--- src/shared/spi_reg_pkg.sv ---
package spi_reg_pkg;

  localparam int BYTE_BITS  = 8;
  localparam int ADDR_W     = 5;
  localparam int CNT_W      = 5;
  localparam int STATUS_CNT = 4;
  localparam int STATUS_W   = 7;

  // Command byte layout
  localparam int OP_BIT  = 7;
  localparam int ADDR_LO = 0;

  localparam logic OP_READ  = 1'b0;
  localparam logic OP_WRITE = 1'b1;

  // Register indices
  localparam logic [ADDR_W-1:0] IDX_WATCHDOG  = 5'h00;
  localparam logic [ADDR_W-1:0] IDX_STEP_AMP  = 5'h01;
  localparam logic [ADDR_W-1:0] IDX_DRIVE     = 5'h02;
  localparam logic [ADDR_W-1:0] IDX_STATUS_LO = 5'h04;
  localparam logic [ADDR_W-1:0] IDX_STATUS_HI = 5'h07;

  localparam logic [7:0] CTRL_RESET     = 8'h00;
  localparam logic [7:0] UNMAPPED_VALUE = 8'h00;
  localparam logic [7:0] TX_RESET       = 8'hFF;
  localparam logic [6:0] STATUS_RESET   = 7'h00;

  localparam int WARM_BOOT_BIT = 6;

  // Exact length of a valid write packet, in serial clocks
  localparam logic [CNT_W-1:0] WRITE_BITS = 5'h10;
  localparam logic [CNT_W-1:0] CNT_MAX    = 5'h1F;
  localparam logic [2:0]       LAST_BIT   = 3'h7;

  typedef struct packed {
    logic       watchdogArm;
    logic [3:0] watchdogPeriodSel;
    logic [2:0] spare;
  } watchdog_control_s;

  typedef struct packed {
    logic [2:0] stepResolution;
    logic [4:0] amplitudeLevel;
  } step_amplitude_config_s;

  typedef struct packed {
    logic       rotationSense;
    logic       stepPulsePolarity;
    logic [1:0] spare;
    logic       chopperFreqSel;
    logic       chopperJitter;
    logic [1:0] slopeSel;
  } drive_config_s;

  typedef enum logic [1:0] {
    PH_COMMAND = 2'b01,
    PH_DATA    = 2'b10
  } phase_e;

endpackage

--- src/verilog/input_sync.sv ---
`timescale 1ns/1ps
module input_sync #(
  parameter int               WIDTH    = 1,
  parameter logic [WIDTH-1:0] RESET_VAL = '0
) (
  input  wire logic             ref_clk,
  input  wire logic             reset,
  input  wire logic [WIDTH-1:0] asyncIn,
  output logic      [WIDTH-1:0] syncOut
);

  logic [WIDTH-1:0] stage1;

  // First stage feeds only the second
  always_ff @(posedge ref_clk) begin
    if (reset) begin
      stage1  <= RESET_VAL;
      syncOut <= RESET_VAL;
    end else begin
      stage1  <= asyncIn;
      syncOut <= stage1;
    end
  end

endmodule // input_sync

--- src/verilog/status_bank.sv ---
`timescale 1ns/1ps
module status_bank #(
  parameter int COUNT = spi_reg_pkg::STATUS_CNT,
  parameter int WIDTH = spi_reg_pkg::STATUS_W
) (
  input  wire logic                        ref_clk,
  input  wire logic                        reset,
  input  wire logic                        csHigh,
  input  wire logic                        csRise,
  input  wire logic [COUNT-1:0][WIDTH-1:0] statusEvents,
  input  wire logic                        warmBootSet,
  input  wire logic                        warmBootClear,
  input  wire logic [1:0]                  readSel,
  input  wire logic                        readMark,
  output logic      [7:0]                  readValue,
  output logic                             errorFlagN,
  output logic                             warmBootFlag
);

  logic [COUNT-1:0][WIDTH-1:0] status;
  logic [COUNT-1:0][WIDTH-1:0] next_status;
  logic [COUNT-1:0]            readMask;
  logic                        warmPending;
  logic [WIDTH-1:0]            shown;

  function automatic logic [7:0] withParity(input logic [WIDTH-1:0] d);
    withParity = {^d, d};
  endfunction

  // Read marks are held until the frame ends
  always_ff @(posedge ref_clk) begin
    if (reset) begin
      readMask <= '0;
    end else if (csRise) begin
      readMask <= '0;
    end else if (readMark) begin
      readMask[readSel] <= 1'b1;
    end
  end

  // New events win over the clear of the same cycle
  always_comb begin
    for (int i = 0; i < COUNT; i++) begin
      next_status[i] = ((csRise && readMask[i]) ? '0 : status[i])
                       | statusEvents[i];
    end
  end

  always_ff @(posedge ref_clk) begin
    if (reset) begin
      status     <= '0;
      errorFlagN <= 1'b1;
    end else if (csHigh) begin
      status     <= next_status;
      errorFlagN <= ~(|next_status);
    end
  end

  // Watchdog resets while selected wait for the bus to go idle
  always_ff @(posedge ref_clk) begin
    if (reset) begin
      warmPending  <= 1'b0;
      warmBootFlag <= 1'b0;
    end else if (csHigh) begin
      warmPending  <= 1'b0;
      warmBootFlag <= warmBootSet | warmPending
                      | (warmBootFlag & ~warmBootClear);
    end else if (warmBootSet) begin
      warmPending <= 1'b1;
    end
  end

  always_comb begin
    shown = status[readSel];
    if (readSel == 2'h0) begin
      shown[spi_reg_pkg::WARM_BOOT_BIT] = status[0][spi_reg_pkg::WARM_BOOT_BIT]
                                          | warmBootFlag;
    end
    readValue = withParity(shown);
  end

endmodule // status_bank

--- src/verilog/spi_slave_register_port.sv ---
`timescale 1ns/1ps
module spi_slave_register_port (
  input  wire logic                               ref_clk,
  input  wire logic                               reset,
  input  wire logic                               spiClk,
  input  wire logic                               chipSelectN,
  input  wire logic                               serialIn,
  input  wire logic                               serialOutIn,
  output logic                                    serialOut,
  output logic                                    serialOutOe,
  input  wire logic [spi_reg_pkg::STATUS_CNT-1:0]
                    [spi_reg_pkg::STATUS_W-1:0]   statusEvents,
  input  wire logic                               warmBootSet,
  output logic                                    errorFlagN,
  output logic                                    warmBootFlag,
  output logic                                    watchdogKick,
  output spi_reg_pkg::watchdog_control_s          watchdogControl,
  output spi_reg_pkg::step_amplitude_config_s     stepAmplitudeConfig,
  output spi_reg_pkg::drive_config_s              driveConfig
);

  logic [2:0]                     syncPins;
  logic                           clkNow;
  logic                           csNow;
  logic                           dataNow;
  logic                           clkPrev;
  logic                           csPrev;
  logic                           clkRise;
  logic                           clkFall;
  logic                           csFall;
  logic                           csRise;
  logic                           active;
  logic [7:0]                     rxShift;
  logic [7:0]                     rxByte;
  logic [7:0]                     txShift;
  logic [spi_reg_pkg::CNT_W-1:0]  bitCount;
  logic [2:0]                     bitInByte;
  logic                           loadPending;
  logic [spi_reg_pkg::ADDR_W-1:0] lastAddr;
  spi_reg_pkg::phase_e            phase;
  logic                           writePending;
  logic [spi_reg_pkg::ADDR_W-1:0] writeAddr;
  logic [7:0]                     writeData;
  logic                           commitOk;
  logic                           statusSel;
  logic [7:0]                     statusValue;
  logic [7:0]                     readValue;
  logic                           warmBootClear;

  function automatic logic isStatus(
    input logic [spi_reg_pkg::ADDR_W-1:0] a
  );
    isStatus = (a >= spi_reg_pkg::IDX_STATUS_LO)
               && (a <= spi_reg_pkg::IDX_STATUS_HI);
  endfunction

  input_sync #(
    .WIDTH     (3),
    .RESET_VAL (3'h2)
  ) pinSync (
    .ref_clk (ref_clk),
    .reset   (reset),
    .asyncIn ({spiClk, chipSelectN, serialIn}),
    .syncOut (syncPins)
  );

  assign clkNow  = syncPins[2];
  assign csNow   = syncPins[1];
  assign dataNow = syncPins[0];

  // Edge history taken from synchronised copies only
  always_ff @(posedge ref_clk) begin
    if (reset) begin
      clkPrev <= 1'b0;
      csPrev  <= 1'b1;
    end else begin
      clkPrev <= clkNow;
      csPrev  <= csNow;
    end
  end

  assign active  = ~csNow;
  assign clkRise = active & clkNow & ~clkPrev;
  assign clkFall = active & ~clkNow & clkPrev;
  assign csFall  = ~csNow & csPrev;
  assign csRise  = csNow & ~csPrev;
  assign rxByte  = {rxShift[6:0], dataNow};

  // Receive shifter and packet length, saturating so long packets stay long
  always_ff @(posedge ref_clk) begin
    if (reset) begin
      rxShift  <= 8'h00;
      bitCount <= '0;
    end else if (csFall) begin
      bitCount <= '0;
    end else if (clkRise) begin
      rxShift <= rxByte;
      if (bitCount != spi_reg_pkg::CNT_MAX) begin
        bitCount <= bitCount + 5'h01;
      end
    end
  end

  // Byte position wraps freely, so long read chains keep their framing
  always_ff @(posedge ref_clk) begin
    if (reset) begin
      bitInByte <= 3'h0;
    end else if (csFall) begin
      bitInByte <= 3'h0;
    end else if (clkRise) begin
      bitInByte <= bitInByte + 3'h1;
    end
  end

  // Byte framing: a command byte, then data only after a write command
  always_ff @(posedge ref_clk) begin
    if (reset) begin
      phase        <= spi_reg_pkg::PH_COMMAND;
      lastAddr     <= '0;
      writePending <= 1'b0;
      writeAddr    <= '0;
      writeData    <= 8'h00;
      loadPending  <= 1'b0;
    end else if (csFall) begin
      phase        <= spi_reg_pkg::PH_COMMAND;
      writePending <= 1'b0;
      loadPending  <= 1'b0;
    end else if (clkRise && bitInByte == spi_reg_pkg::LAST_BIT) begin
      loadPending <= 1'b1;
      unique case (phase)
        spi_reg_pkg::PH_COMMAND: begin
          lastAddr <= rxByte[spi_reg_pkg::ADDR_LO +: spi_reg_pkg::ADDR_W];
          if (rxByte[spi_reg_pkg::OP_BIT] == spi_reg_pkg::OP_WRITE) begin
            phase     <= spi_reg_pkg::PH_DATA;
            writeAddr <= rxByte[spi_reg_pkg::ADDR_LO +: spi_reg_pkg::ADDR_W];
          end else begin
            phase <= spi_reg_pkg::PH_COMMAND;
          end
        end
        spi_reg_pkg::PH_DATA: begin
          phase        <= spi_reg_pkg::PH_COMMAND;
          writeData    <= rxByte;
          writePending <= 1'b1;
        end
      endcase
    end else if (clkFall) begin
      loadPending <= 1'b0;
    end
  end

  assign statusSel = isStatus(lastAddr);

  always_comb begin
    if (lastAddr == spi_reg_pkg::IDX_WATCHDOG) begin
      readValue = watchdogControl;
    end else if (lastAddr == spi_reg_pkg::IDX_STEP_AMP) begin
      readValue = stepAmplitudeConfig;
    end else if (lastAddr == spi_reg_pkg::IDX_DRIVE) begin
      readValue = driveConfig;
    end else if (statusSel) begin
      readValue = statusValue;
    end else begin
      readValue = spi_reg_pkg::UNMAPPED_VALUE;
    end
  end

  // Shifter is only reloaded at a byte end, so a new frame starts stale
  always_ff @(posedge ref_clk) begin
    if (reset) begin
      txShift <= spi_reg_pkg::TX_RESET;
    end else if (clkFall) begin
      if (loadPending) begin
        txShift <= readValue;
      end else begin
        txShift <= {txShift[6:0], 1'b1};
      end
    end
  end

  // Open drain: only a low is driven
  assign serialOut   = 1'b0;
  assign serialOutOe = active & ~txShift[7];

  status_bank #(
    .COUNT (spi_reg_pkg::STATUS_CNT),
    .WIDTH (spi_reg_pkg::STATUS_W)
  ) statusBank (
    .ref_clk       (ref_clk),
    .reset         (reset),
    .csHigh        (csNow),
    .csRise        (csRise),
    .statusEvents  (statusEvents),
    .warmBootSet   (warmBootSet),
    .warmBootClear (warmBootClear),
    .readSel       (lastAddr[1:0]),
    .readMark      (clkFall & loadPending & statusSel),
    .readValue     (statusValue),
    .errorFlagN    (errorFlagN),
    .warmBootFlag  (warmBootFlag)
  );

  assign commitOk = csRise & writePending
                    & (bitCount == spi_reg_pkg::WRITE_BITS);

  // Status indices are absent here, so such writes fall through
  always_ff @(posedge ref_clk) begin
    if (reset) begin
      watchdogControl     <= spi_reg_pkg::CTRL_RESET;
      stepAmplitudeConfig <= spi_reg_pkg::CTRL_RESET;
      driveConfig         <= spi_reg_pkg::CTRL_RESET;
    end else if (commitOk) begin
      unique case (writeAddr)
        spi_reg_pkg::IDX_WATCHDOG: watchdogControl     <= writeData;
        spi_reg_pkg::IDX_STEP_AMP: stepAmplitudeConfig <= writeData;
        spi_reg_pkg::IDX_DRIVE:    driveConfig         <= writeData;
        default: ;
      endcase
    end
  end

  always_ff @(posedge ref_clk) begin
    if (reset) begin
      watchdogKick  <= 1'b0;
      warmBootClear <= 1'b0;
    end else begin
      watchdogKick  <= commitOk & (writeAddr == spi_reg_pkg::IDX_WATCHDOG)
                       & writeData[7];
      warmBootClear <= commitOk & (writeAddr == spi_reg_pkg::IDX_WATCHDOG)
                       & ~writeData[7];
    end
  end

  // Loopback of the output pin is not needed
  logic unusedOut;
  assign unusedOut = serialOutIn;

endmodule // spi_slave_register_port

--- config.mk ---
export PLATFORM = sky130hd
export DESIGN_NAME = spi_slave_register_port
export DESIGN_NICKNAME = d
export VERILOG_FILES = /design/src/shared/spi_reg_pkg.sv /design/src/verilog/input_sync.sv /design/src/verilog/status_bank.sv /design/src/verilog/spi_slave_register_port.sv
export SDC_FILE = /design/constraint.sdc
export NUM_CORES = 1
export LEC_CHECK = 0
export ABC_AREA = 1
export BUFFER_PORTS_ARGS = -buffer_cell sky130_fd_sc_hd__buf_2
export CAP_MARGIN = 30
export CORE_MARGIN = 2
export CORE_UTILIZATION = 54
export CTS_BUF_LIST = sky130_fd_sc_hd__clkbuf_16
export CTS_CLUSTER_SIZE = 12
export DETAILED_ROUTE_END_ITERATION = 8
export GPL_TIMING_DRIVEN = 0
export PLACE_DENSITY = 0.73
export SETUP_SLACK_MARGIN = 0.02
export SLEW_MARGIN = 20
export SYNTH_ARGS = -nofsm -noshare
export SYNTH_HDL_FRONTEND = slang
export SYNTH_SLANG_ARGS = --single-unit
--- constraint.sdc ---
create_clock -name ref_clk -period 1.8 [get_ports ref_clk]
set_input_delay 0.36 -clock ref_clk [delete_from_list [all_inputs] [get_ports ref_clk]]
set_output_delay 0.36 -clock ref_clk [all_outputs]
set_load 0.03 [all_outputs]
## Word-level counts from Yosys, hierarchy flattened

Cells that the tools add are included.

| storage, ports and cells | value |
|---|---|
| register bits | 114 |
| logic and storage cells | 125 |

| operators by class | value |
|---|---|
| add/sub/neg operators | 2 |
| order comparisons | 4 |
| equal/unequal tests | 9 |
| multiplexer cells | 18 |
| bitwise logic cells | 32 |
| reduce and logical (&&, ||, !) cells | 25 |

Operators with widths:

| cell | number |
|---|---|
| 2-to-1 mux 8 bit | 5 |
| 2-to-1 mux 7 bit | 5 |
| bitwise OR 7 bit | 4 |
| OR reduction 28 bit | 1 |
| AND 1 bit | 15 |
| binary-select mux 7 bit (select 2 bit) | 1 |
| AND reduction 2 bit | 6 |
| == test 5 x 1 -> 1 bit, second input constant | 2 |
| == test 5 x 2 -> 1 bit, second input constant | 2 |
| logical NOT 5 bit | 2 |
| inverter 1 bit | 9 |
| logical AND 1 bit | 7 |
| parity 7 bit | 1 |
| AND reduction 3 bit | 2 |
| OR reduction 2 bit | 3 |
| adder 5 x 1 -> 5 bit, second input constant | 1 |
| == test 5 bit, second input constant | 1 |
| >= comparator 5 x 3 -> 1 bit, second input constant | 1 |
| <= comparator 5 x 3 -> 1 bit, second input constant | 1 |
| inequality test 5 bit, second input constant | 1 |
| 2-to-1 mux 1 bit | 4 |
| bitwise OR 4 bit | 1 |
| one-hot mux 2 bit (2 select lines) | 1 |
| AND reduction 4 bit | 1 |
| other kinds (11) | 13 |

## Depth between registers and ports, before layout

Gate-level depths: netlist (run 1).

| logic depth | value |
|---|---|
| depth in word-level cells | 9 |
| depth in mapped cells | 18 |
| mapped depth without buffers | 17 |

## Cells and area by module

Synthesis (run 1) repeated with hierarchy kept, for this count alone.

| unflattened totals | value |
|---|---|
| cells, all modules | 788 |
| area, all modules | 5,501.5 um^2 |

Modules (own cells, without submodules):

| module | times used | cells each | area each (um^2) | sequential area each (um^2) |
|---|---|---|---|---|
| spi_slave_register_port | 1 | 452 | 3,299.4 | 1,461.4 |
| status_bank | 1 | 317 | 2,033.2 | 700.7 |
| input_sync | 1 | 19 | 168.9 | 120.1 |

## Worst setup path before layout (run 1)

No wires, ideal clock.

| timing path | value |
|---|---|
| path kind | reg-to-reg |
| from | reg lastAddr[0] (netlist bit) |
| to | reg txShift[7] |
| setup time | 115 ps |
| arrival | 1,416 ps |
| setup slack | 269 ps |
| stages on the path, launching flop included | 18 |
| buffers on the path | 2 |
| cell sequence | dfxtp_1 buf_6 inv_6 buf_6 nand3_2 nand2_2 nor2_4 nand2_1 nand3_1 nand2_1 inv_1 nand2_1 nand3_1 nand4_1 nand2_1 nand2_1 nand2_1 nand2_1 |

| on the way | value |
|---|---|
| longest elaborated chain between the ends | 9 |
| elaborated cells between the ends (all ways) | 16 |

Ends and longest elaborated chain:

| item | line | RTL |
|---|---|---|
| from (decl) | spi_slave_register_port.sv:39 | `logic [spi_reg_pkg::ADDR_W-1:0] lastAddr;` |
| from (signal assigned) | spi_slave_register_port.sv:132 | `lastAddr <= rxByte[spi_reg_pkg::ADDR_LO +: spi_reg_pkg::ADDR_W];` |
| binary-select mux 7 bit (select 2 bit) | status_bank.sv:74 | `shown = status[readSel];` |
| 2-to-1 mux 7 bit (not written as such) | status_bank.sv:74 |  |
| 2-to-1 mux 1 bit | status_bank.sv:75 | `if (readSel == 2'h0) begin` |
| parity 7 bit | status_bank.sv:27 | `withParity = {^d, d};` |
| 2-to-1 mux 8 bit | spi_slave_register_port.sv:160 | `end else if (statusSel) begin` |
| 2-to-1 mux 8 bit | spi_slave_register_port.sv:158 | `end else if (lastAddr == spi_reg_pkg::IDX_DRIVE) begin` |
| 2-to-1 mux 8 bit | spi_slave_register_port.sv:156 | `end else if (lastAddr == spi_reg_pkg::IDX_STEP_AMP) begin` |
| 2-to-1 mux 8 bit * | spi_slave_register_port.sv:154 | `if (lastAddr == spi_reg_pkg::IDX_WATCHDOG) begin` |
| 2-to-1 mux 8 bit * | spi_slave_register_port.sv:172 | `if (loadPending) begin` |
| to (signal assigned) | spi_slave_register_port.sv:170 | `txShift <= spi_reg_pkg::TX_RESET;` |
| to (signal assigned) | spi_slave_register_port.sv:173 | `txShift <= readValue;` |
| to (signal assigned) | spi_slave_register_port.sv:175 | `txShift <= {txShift[6:0], 1'b1};` |
| to (decl) | spi_slave_register_port.sv:35 | `logic [7:0] txShift;` |

Every way passes the cells marked *; elsewhere a longest branch is shown, timed or not. The select of a mux whose other input is x is not followed.
A chain may end at the register's enable or synchronous reset.

## Worst setup path in the final report (run 1)

| timing path | value |
|---|---|
| from | reg pinSync.syncOut[1] |
| to | reg writeAddr[1] (netlist bit) |

| on the way | value |
|---|---|
| longest elaborated chain between the ends | 5 |
| elaborated cells between the ends (all ways) | 7 |

Ends and longest elaborated chain:

| item | line | RTL |
|---|---|---|
| from (decl) | input_sync.sv:9 | `output logic [WIDTH-1:0] syncOut` |
| from (signal assigned) | input_sync.sv:21 | `syncOut <= stage1;` |
| inverter 1 bit * | spi_slave_register_port.sv:82, spi_slave_register_port.sv:85 |  |
| AND 1 bit (2 in a row) | spi_slave_register_port.sv:83 | `assign clkRise = active & clkNow & ~clkPrev;` |
| logical AND 1 bit | spi_slave_register_port.sv:128 | `end else if (clkRise && bitInByte == spi_reg_pkg::LAST_BIT) begin` |
| AND reduction 4 bit (no line) * | n/a |  |
| to (signal assigned) | spi_slave_register_port.sv:135 | `writeAddr <= rxByte[spi_reg_pkg::ADDR_LO +: spi_reg_pkg::ADDR_W];` |
| to (decl) | spi_slave_register_port.sv:42 | `logic [spi_reg_pkg::ADDR_W-1:0] writeAddr;` |

Every way passes the cells marked *; elsewhere a longest branch is shown, timed or not.

==> results.sh, run 1 <==
export IMPL_crit_required_ns=2.10
export IMPL_clock_path_buffers=2
export IMPL_routedWlPerCell_um=17.02
export IMPL_first_pass_iters=5
export IMPL_start_util_pct=56.08
export IMPL_syn_inst=703
export IMPL_hold_class="in2reg"
export IMPL_hold_buffers=0
export IMPL_synth_seq_cells=114
export IMPL_final_util_pct=75.40
export IMPL_leakagePower_nw=2.996
export IMPL_power_density_nw_per_um2=936.6
export IMPL_wirelength_um=16370
export IMPL_synth_edff_count=0
export IMPL_synthToLayoutAreaGrowth_pct=34.44
export IMPL_fin_ws_ns=-0.03837
export IMPL_mappedNetlistNets=743
export IMPL_fin_crit_sh_pct=102.1
export IMPL_async_reset_ff_share_pct=0
export IMPL_drt_iter0_markers=413
export IMPL_synthSimpleGateAreaFrac_pct=25.07
export IMPL_slew_violations=0
export IMPL_worstSetupPathType="reg2reg"
export IMPL_cp_end_kind="register"
export IMPL_drc_errors=0
export IMPL_netlist_area_sq_um=5231
export IMPL_violations="negative setup slack"
export IMPL_track_usage_pct=30.56
export IMPL_vias=5499
export IMPL_rows=35
export IMPL_gr_total_overflow=0
export IMPL_gp_congestion=0.9343
export IMPL_holdWs_ns=0.1187
export IMPL_grt_pass1_vias=4983
export IMPL_synth_seq_area_share_pct=43.63
export IMPL_design_final_nets=860
export IMPL_n_fill_cell=699
export IMPL_ys_flop_type="dfxtp_1"
export IMPL_netlist_area_leader_share_pct=43.63
export IMPL_synth_top_family_by_area="simple AND/OR/NAND/NOR gates"
export IMPL_dpl_hpwl_um=10790
export IMPL_ant_nets=0
export IMPL_setup_viol=4
export IMPL_postSynthAreaPerCell_sq_um=7.441
export IMPL_core_area_sq_um=9328
export IMPL_synth_xor_area_share_pct=0
export IMPL_grt_max_degree=17
export IMPL_synthMuxAreaShare_pct=0.1913
export IMPL_antenna_cells=0
export IMPL_seqCellArea_sq_um=2296
export IMPL_fmax_mhz=544.0
export IMPL_yosysTopAreaCell="dfxtp_1"
export IMPL_die_area_sq_um=10490
export IMPL_report_final_hold_viol_count=0
export IMPL_rsz0062_at_grt="yes"
export IMPL_clk_transition_reported_paths_ns=0.06
export IMPL_die_h_um=102.4
export IMPL_port_buffers=61
export IMPL_ctsHtreeMaxLevel=4
export IMPL_cap_violations=0
export IMPL_cp_arrival_ns=2.14
export IMPL_mostFrequentLayoutCell="nand2_1"
export IMPL_insertion_delay_ns=0.42
export IMPL_antenna_found_initial=0
export IMPL_tightestPinTransition_ns=0.6614
export IMPL_cts_sink_count=114
export IMPL_cts_tree="done"
export IMPL_drive_gt1_share_pct=27.97
export IMPL_critPathMaxFanout=6
export IMPL_die_w_um=102.4
export IMPL_multi_input_area_sq_um=2754
export IMPL_ioPinCount=64
export IMPL_ys_types=41
export IMPL_outcome="complete, but fails checks"
export IMPL_synth_fa_ha_area_share_pct=1.196
export IMPL_critPathLaunchType="register"
export IMPL_finalPower_w=0.006587
export IMPL_ir_worst_vdd_uv=813.8
export IMPL_netlist_top_cells_area="dfxtp_1 44%, nand2_1 8.8%, o21ai_0 7.5%"
export IMPL_fin_tns_setup_ns=-0.08796
export IMPL_min_period_ns=1.838
export IMPL_slew_headroom_pct=55.91
export IMPL_numCtsBuffers=17
export IMPL_ys_warn_count=0
export IMPL_viasPerCell=5.716
export IMPL_root_buffer="clkbuf_16"
export IMPL_synth_compound_area_share_pct=20.26
export IMPL_final_cell_mix="110 x nand2_1, 109 x dfxtp_1, 69 x inv_1"
export IMPL_fin_skew_ns=0.01234
export IMPL_grt_pass1_wl_um=24320
[state kept, by name, summed over array words and instances (netlist names), 2 cells and up]
| name | flops |
|---|---|
| stepAmplitudeConfig | 8 |
| txShift | 8 |
| writeAddr | 5 |
| statusBank.status | 28 |
| writeData | 8 |
| pinSync.syncOut | 3 |
| lastAddr | 5 |
| rxShift | 7 |
| phase | 2 |
| bitInByte | 3 |
| bitCount | 5 |
| watchdogControl | 8 |
| pinSync.stage1 | 3 |
| statusBank.readMask | 4 |
| driveConfig | 8 |
[cell type report]
type | instances | area share (%)
Sequential cell | 114 | 32.65
Inverter | 82 | 4.697
Timing Repair Buffer | 97 | 8.984
Tap cell | 129 | 2.295
Multi-Input combinational cell | 478 | 39.16
Clock inverter | 15 | 2.615
Timing Repair inverter | 1 | 0.1245
Buffer | 29 | 3.434
Clock buffer | 17 | 6.049
[report_power, final]
part,switching [W],leakage [nW],internal (W)
Sequential,0.0000742,0.932,0.00259
Combinational,0.000271,1.77,0.000168
Clock,0.00130,0.296,0.00219
Total,0.00164,3.00,0.00495
[cells by family after synthesis]
| family | Yosys count |
|---|---|
| compound gates | 190 |
| fa+ha+maj | 5 |
| buf+inv | 111 |
| flops | 114 |
| mux | 1 |
| other cells | 1 |
| simple gates | 281 |
[repair_timing]
action / in CTS / in global routing
pin swaps: 6 / 30
resized for setup: 24 / 103
hold endpoints to repair: 0 / 0
gates cloned: 1 / 4
endpoints found under the setup margin: 23 / 65
buffers inserted: 2 / 30
[final timing paths]
check / start / endpoint / slack, ns / depth (start not counted)
worst min register to register: pinSync.stage1[0] / pinSync.syncOut[0] / 0.41 / 2
worst min-delay path: chipSelectN / pinSync.stage1[1] / 0.12 / 2
worst max register to register: pinSync.syncOut[1] / writeAddr[1] / -0.04 / 9
worst max-delay path: pinSync.syncOut[1] / writeAddr[1] / -0.04 / 9
[critical path: stages, from the launching register on]
cell and delay, ns:
dfxtp_1 0.31, buf_6 0.14, nor3_4 0.27, nand2_2 0.13, nor4_4 0.37, inv_2 0.10, nor2_4 0.15, inv_4 0.07
o21ai_2 0.12, a21oi_1 0.06
[synth_stat cells, types with 3 or more instances]
master,count
clkbuf_1,14
nor2_1,63
a21oi_1,66
nor4_1,4
nand3_1,52
o211ai_1,5
or2_2,3
nand4_1,9
o21bai_1,10
nor2_2,3
buf_6,8
nor3_1,8
dfxtp_1,114
inv_2,4
nand2_1,122
inv_1,76
nor2_4,3
nand2_2,3
o21ai_0,78
buf_2,4
o22ai_1,9
ha_1,5
a211oi_1,18
[stage by stage]
stage	std cells	area (sq um)	setup slack, ns
after global routing	962	7033	-0.1710
after CTS	928	6394	-0.04352
after global placement	893	5698	-0.08270
final	962	7033	-0.03837
after floorplan	703	5231	0.2690
after detailed placement	893	5698	-0.1353
[routing by layer]
metal  vias to the layer above  wire length, um  global-route usage, %  part of all wire, %
li1                       2602                -                      -                    -
met1                      2613             6692                  38.22                   41
met2                       246             8111                  51.53                   50
met3                        38             1175                  6.566                  7.2
met4                         0              393                  11.90                  2.4
met5                         -                0                      0                    0
Power figures use the tool's default switching activity.
==> inputs of run 2 (changes only) <==
--- a/config.mk
+++ b/config.mk
@@ -19,4 +19,5 @@
 export SLEW_MARGIN = 20
 export SYNTH_ARGS = -nofsm -noshare
 export SYNTH_HDL_FRONTEND = slang
+export SYNTH_HIERARCHICAL = 1
 export SYNTH_SLANG_ARGS = --single-unit
==> run 2 against run 1 <==
Net effect: the run still ends with negative setup slack left; synthesized area increased by 5.2%; register-to-register slack lost 0.08 ns; clock-buffer cell count unchanged; combinational power fell by 12%; global-route usage down 2.1 points; non-clock buffer count is 33 lower; first-iteration DRC count decreased by 8.0%; utilization shrank 7.0 points.
==> results.sh, run 2 <==
export IMPL_outcome="complete, but fails checks"
export IMPL_violations="negative setup slack"
export IMPL_yosysTopAreaCell="dfxtp_1"
export IMPL_numCtsBuffers=17
export IMPL_hp_start="chipSelectN"
export IMPL_r2r_end="txShift[7]"
export IMPL_viasPerCell=5.399
export IMPL_max_stage_delay_ns=0.35
export IMPL_antenna_cells=0
export IMPL_root_buffer="clkbuf_16"
export IMPL_report_final_hold_viol_count=0
export IMPL_placed_cell_area_sq_um=5973
export IMPL_async_reset_ff_share_pct=0
export IMPL_gr_total_overflow=0
export IMPL_cp_end_kind="register"
export IMPL_die_h_um=104.9
export IMPL_dpl_hpwl_um=10990
export IMPL_netlist_top_cells_area="dfxtp_1 41%, nand2_1 13%, a21oi_1 7.1%"
export IMPL_crit_required_ns=2.17
export IMPL_wirelength_um=15320
export IMPL_ys_warn_count=6
export IMPL_vias=5507
export IMPL_start_util_pct=56.03
export IMPL_rsz0062_at_grt="yes"
export IMPL_slew_violations=0
export IMPL_reg2regPathDepth=19
export IMPL_die_area_sq_um=11010
export IMPL_ys_types=38
export IMPL_fmax_mhz=520.5
export IMPL_crit_chain="buf_8, buf_6, nand3_1, nand2_2, nor2_1, nand2_1, nand2_1, nand2_1, nand2_1, nand2_1, nand2_1, inv_1, nor2_1, nor2_1, nand2_1, nand2_2, nand2_1, nand2_1, nand2_1"
export IMPL_tightestPinTransition_ns=0.5847
export IMPL_largest_reg_flops=28
export IMPL_post_place_ws_ns=-0.2638
export IMPL_regMostFlops="statusBank/status"
export IMPL_track_usage_pct=28.44
export IMPL_min_period_ns=1.921
export IMPL_hold_path_cell_count=3
export IMPL_r2r_slack_ns=-0.12
export IMPL_stdcell_area_sq_um=6715
export IMPL_port_buffers=61
export IMPL_slew_headroom_pct=61.02
export IMPL_cts_tree="done"
export IMPL_drt_iter0_markers=380
export IMPL_hold_end="pinSync/stage1[1]"
export IMPL_fin_ws_ns=-0.1211
export IMPL_clock_path_buffers=2
export IMPL_ir_worst_vdd_uv=751.2
export IMPL_insertion_delay_ns=0.43
export IMPL_n_fill_cell=875
export IMPL_mappedNetlistNets=828
export IMPL_synthTopCellsByCount="184 x nand2_1, 114 x dfxtp_1, 103 x nor2_1"
export IMPL_grt_pass1_wl_um=24420
export IMPL_antenna_found_initial=0
export IMPL_design_final_nets=914
export IMPL_fin_tns_setup_ns=-0.1211
export IMPL_critPathLaunchType="register"
export IMPL_synth_most_common_cell="nand2_1"
export IMPL_synth_seq_cells=114
export IMPL_final_cell_mix="174 x nand2_1, 111 x dfxtp_1, 100 x nor2_1"
export IMPL_mostFrequentLayoutCell="nand2_1"
export IMPL_ys_flop_type="dfxtp_1"
export IMPL_postSynthAreaPerCell_sq_um=6.982
export IMPL_first_pass_iters=5
export IMPL_critPathLaunch="lastAddr[0]"
export IMPL_core_area_sq_um=9819
export IMPL_syn_inst=788
export IMPL_holdWs_ns=0.1086
export IMPL_worst_path_max_delay_cell="dfxtp_4"
export IMPL_worstSetupPathType="reg2reg"
export IMPL_ctsHtreeMaxLevel=4
export IMPL_rows=36
export IMPL_fin_crit_sh_pct=106.7
export IMPL_finalPower_w=0.006418
export IMPL_ioPinCount=64
export IMPL_ant_nets=0
export IMPL_cts_sink_count=114
export IMPL_cap_violations=0
export IMPL_drc_errors=0
export IMPL_netlist_area_leader_share_pct=41.48
export IMPL_synth_seq_area_share_pct=41.48
export IMPL_cp_arrival_ns=2.29
export IMPL_cpMostUsedCell="nand2_1"
export IMPL_r2r_start="lastAddr[0]"
export IMPL_grt_pass1_vias=5030
export IMPL_die_w_um=104.9
export IMPL_netlist_area_sq_um=5502
export IMPL_gp_congestion=0.9612
export IMPL_setup_viol=1
export IMPL_synthToLayoutAreaGrowth_pct=22.06
export IMPL_hold_buffers=0
export IMPL_synth_edff_count=0
export IMPL_leakagePower_nw=2.911
export IMPL_routedWlPerCell_um=15.02
export IMPL_grt_max_degree=17
export IMPL_hold_class="in2reg"
export IMPL_drive_gt1_share_pct=19.05
export IMPL_clk_transition_reported_paths_ns=0.05
export IMPL_power_density_nw_per_um2=955.7
export IMPL_fin_skew_ns=0.005156
export IMPL_critPathMaxFanout=10
==> run 2: cell count changes in the layout (fill, tap and decap cells not counted), moves of 6 or more <==
cell / before / now
o22ai_1: 9 / 0
a21oi_1: 60 / 75
buf_4: 30 / 7
nand3_1: 49 / 64
a211oi_1: 17 / 1
nor2_4: 12 / 3
inv_1: 69 / 75
nand2_1: 110 / 174
o21ai_2: 6 / 0
o21bai_1: 7 / 0
nor2_1: 52 / 100
==> run 2: per-layer routing <==
layer  vias to the layer above  track usage [%]  routed length, um
met5                         -                0                  0
met4                         0            11.05                262
met3                        27            6.862               1156
met2                       204            42.72               6779
met1                      2532            39.40               7122
li1                       2744                -                  -
==> run 2: where the power goes <==
part           internal, W  leakage [nW]  switching [W]
Sequential         0.00259         0.931      0.0000746
Clock              0.00215         0.272        0.00121
Combinational     0.000137          1.71       0.000249
==> run 2: how the worst max path moves through the flow <==
stage	depth (start not counted)	slack, ns	end
after floorplan	19	0.06	txShift[7]
after global placement	19	-0.23	txShift[7]
after detailed placement	19	-0.26	txShift[7]
after CTS	19	-0.11	txShift[7]
after global routing	19	-0.30	txShift[7]
final	19	-0.12	txShift[7]
==> run 2: through the flow <==
step                utilization (%)  cells
floorplan                         -    788
global placement              60.83    982
detailed placement            60.83    982
CTS                           67.76   1019
global route                  68.39   1020
finish                        68.39   1020
==> run 2: cells by family (layout without fill, tap and decap cells) <==
group	after synthesis	in the layout	share of synthesized area, %
AND/OR/NAND/NOR	393	393	32.70
AO/OA/AOI/OAI	166	166	15.62
flip-flops	114	114	41.48
buffers and inverters	109	208	8.983
adder cells (fa/ha/maj)	5	5	1.137
other	1	1	0.06816
==> run 2: area by class of cell <==
type	count	area [sq um]	area share, %
Clock inverter	15	165.2	2.459
Sequential cell	114	2293	34.15
Clock buffer	17	425.4	6.335
Timing Repair Buffer	67	362.8	5.403
Multi-Input combinational cell	565	2799	41.68
Inverter	83	319.1	4.751
Buffer	26	183.9	2.739
Tap cell	133	166.4	2.478
==> run 2: critical path, delay by kind of cell (launching register included) <==
family	cells	cell delay (ns)
buffers and inverters	3	0.31
and+or+nand+nor	16	1.20
DFF	1	0.35
==> run 2: what timing repair did <==
action	CTS	global route
gates cloned	1	0
buffers inserted	4	1
endpoints found under the setup margin	4	15
pin swaps	6	3
resized for setup	18	14
hold endpoints to repair	0	0
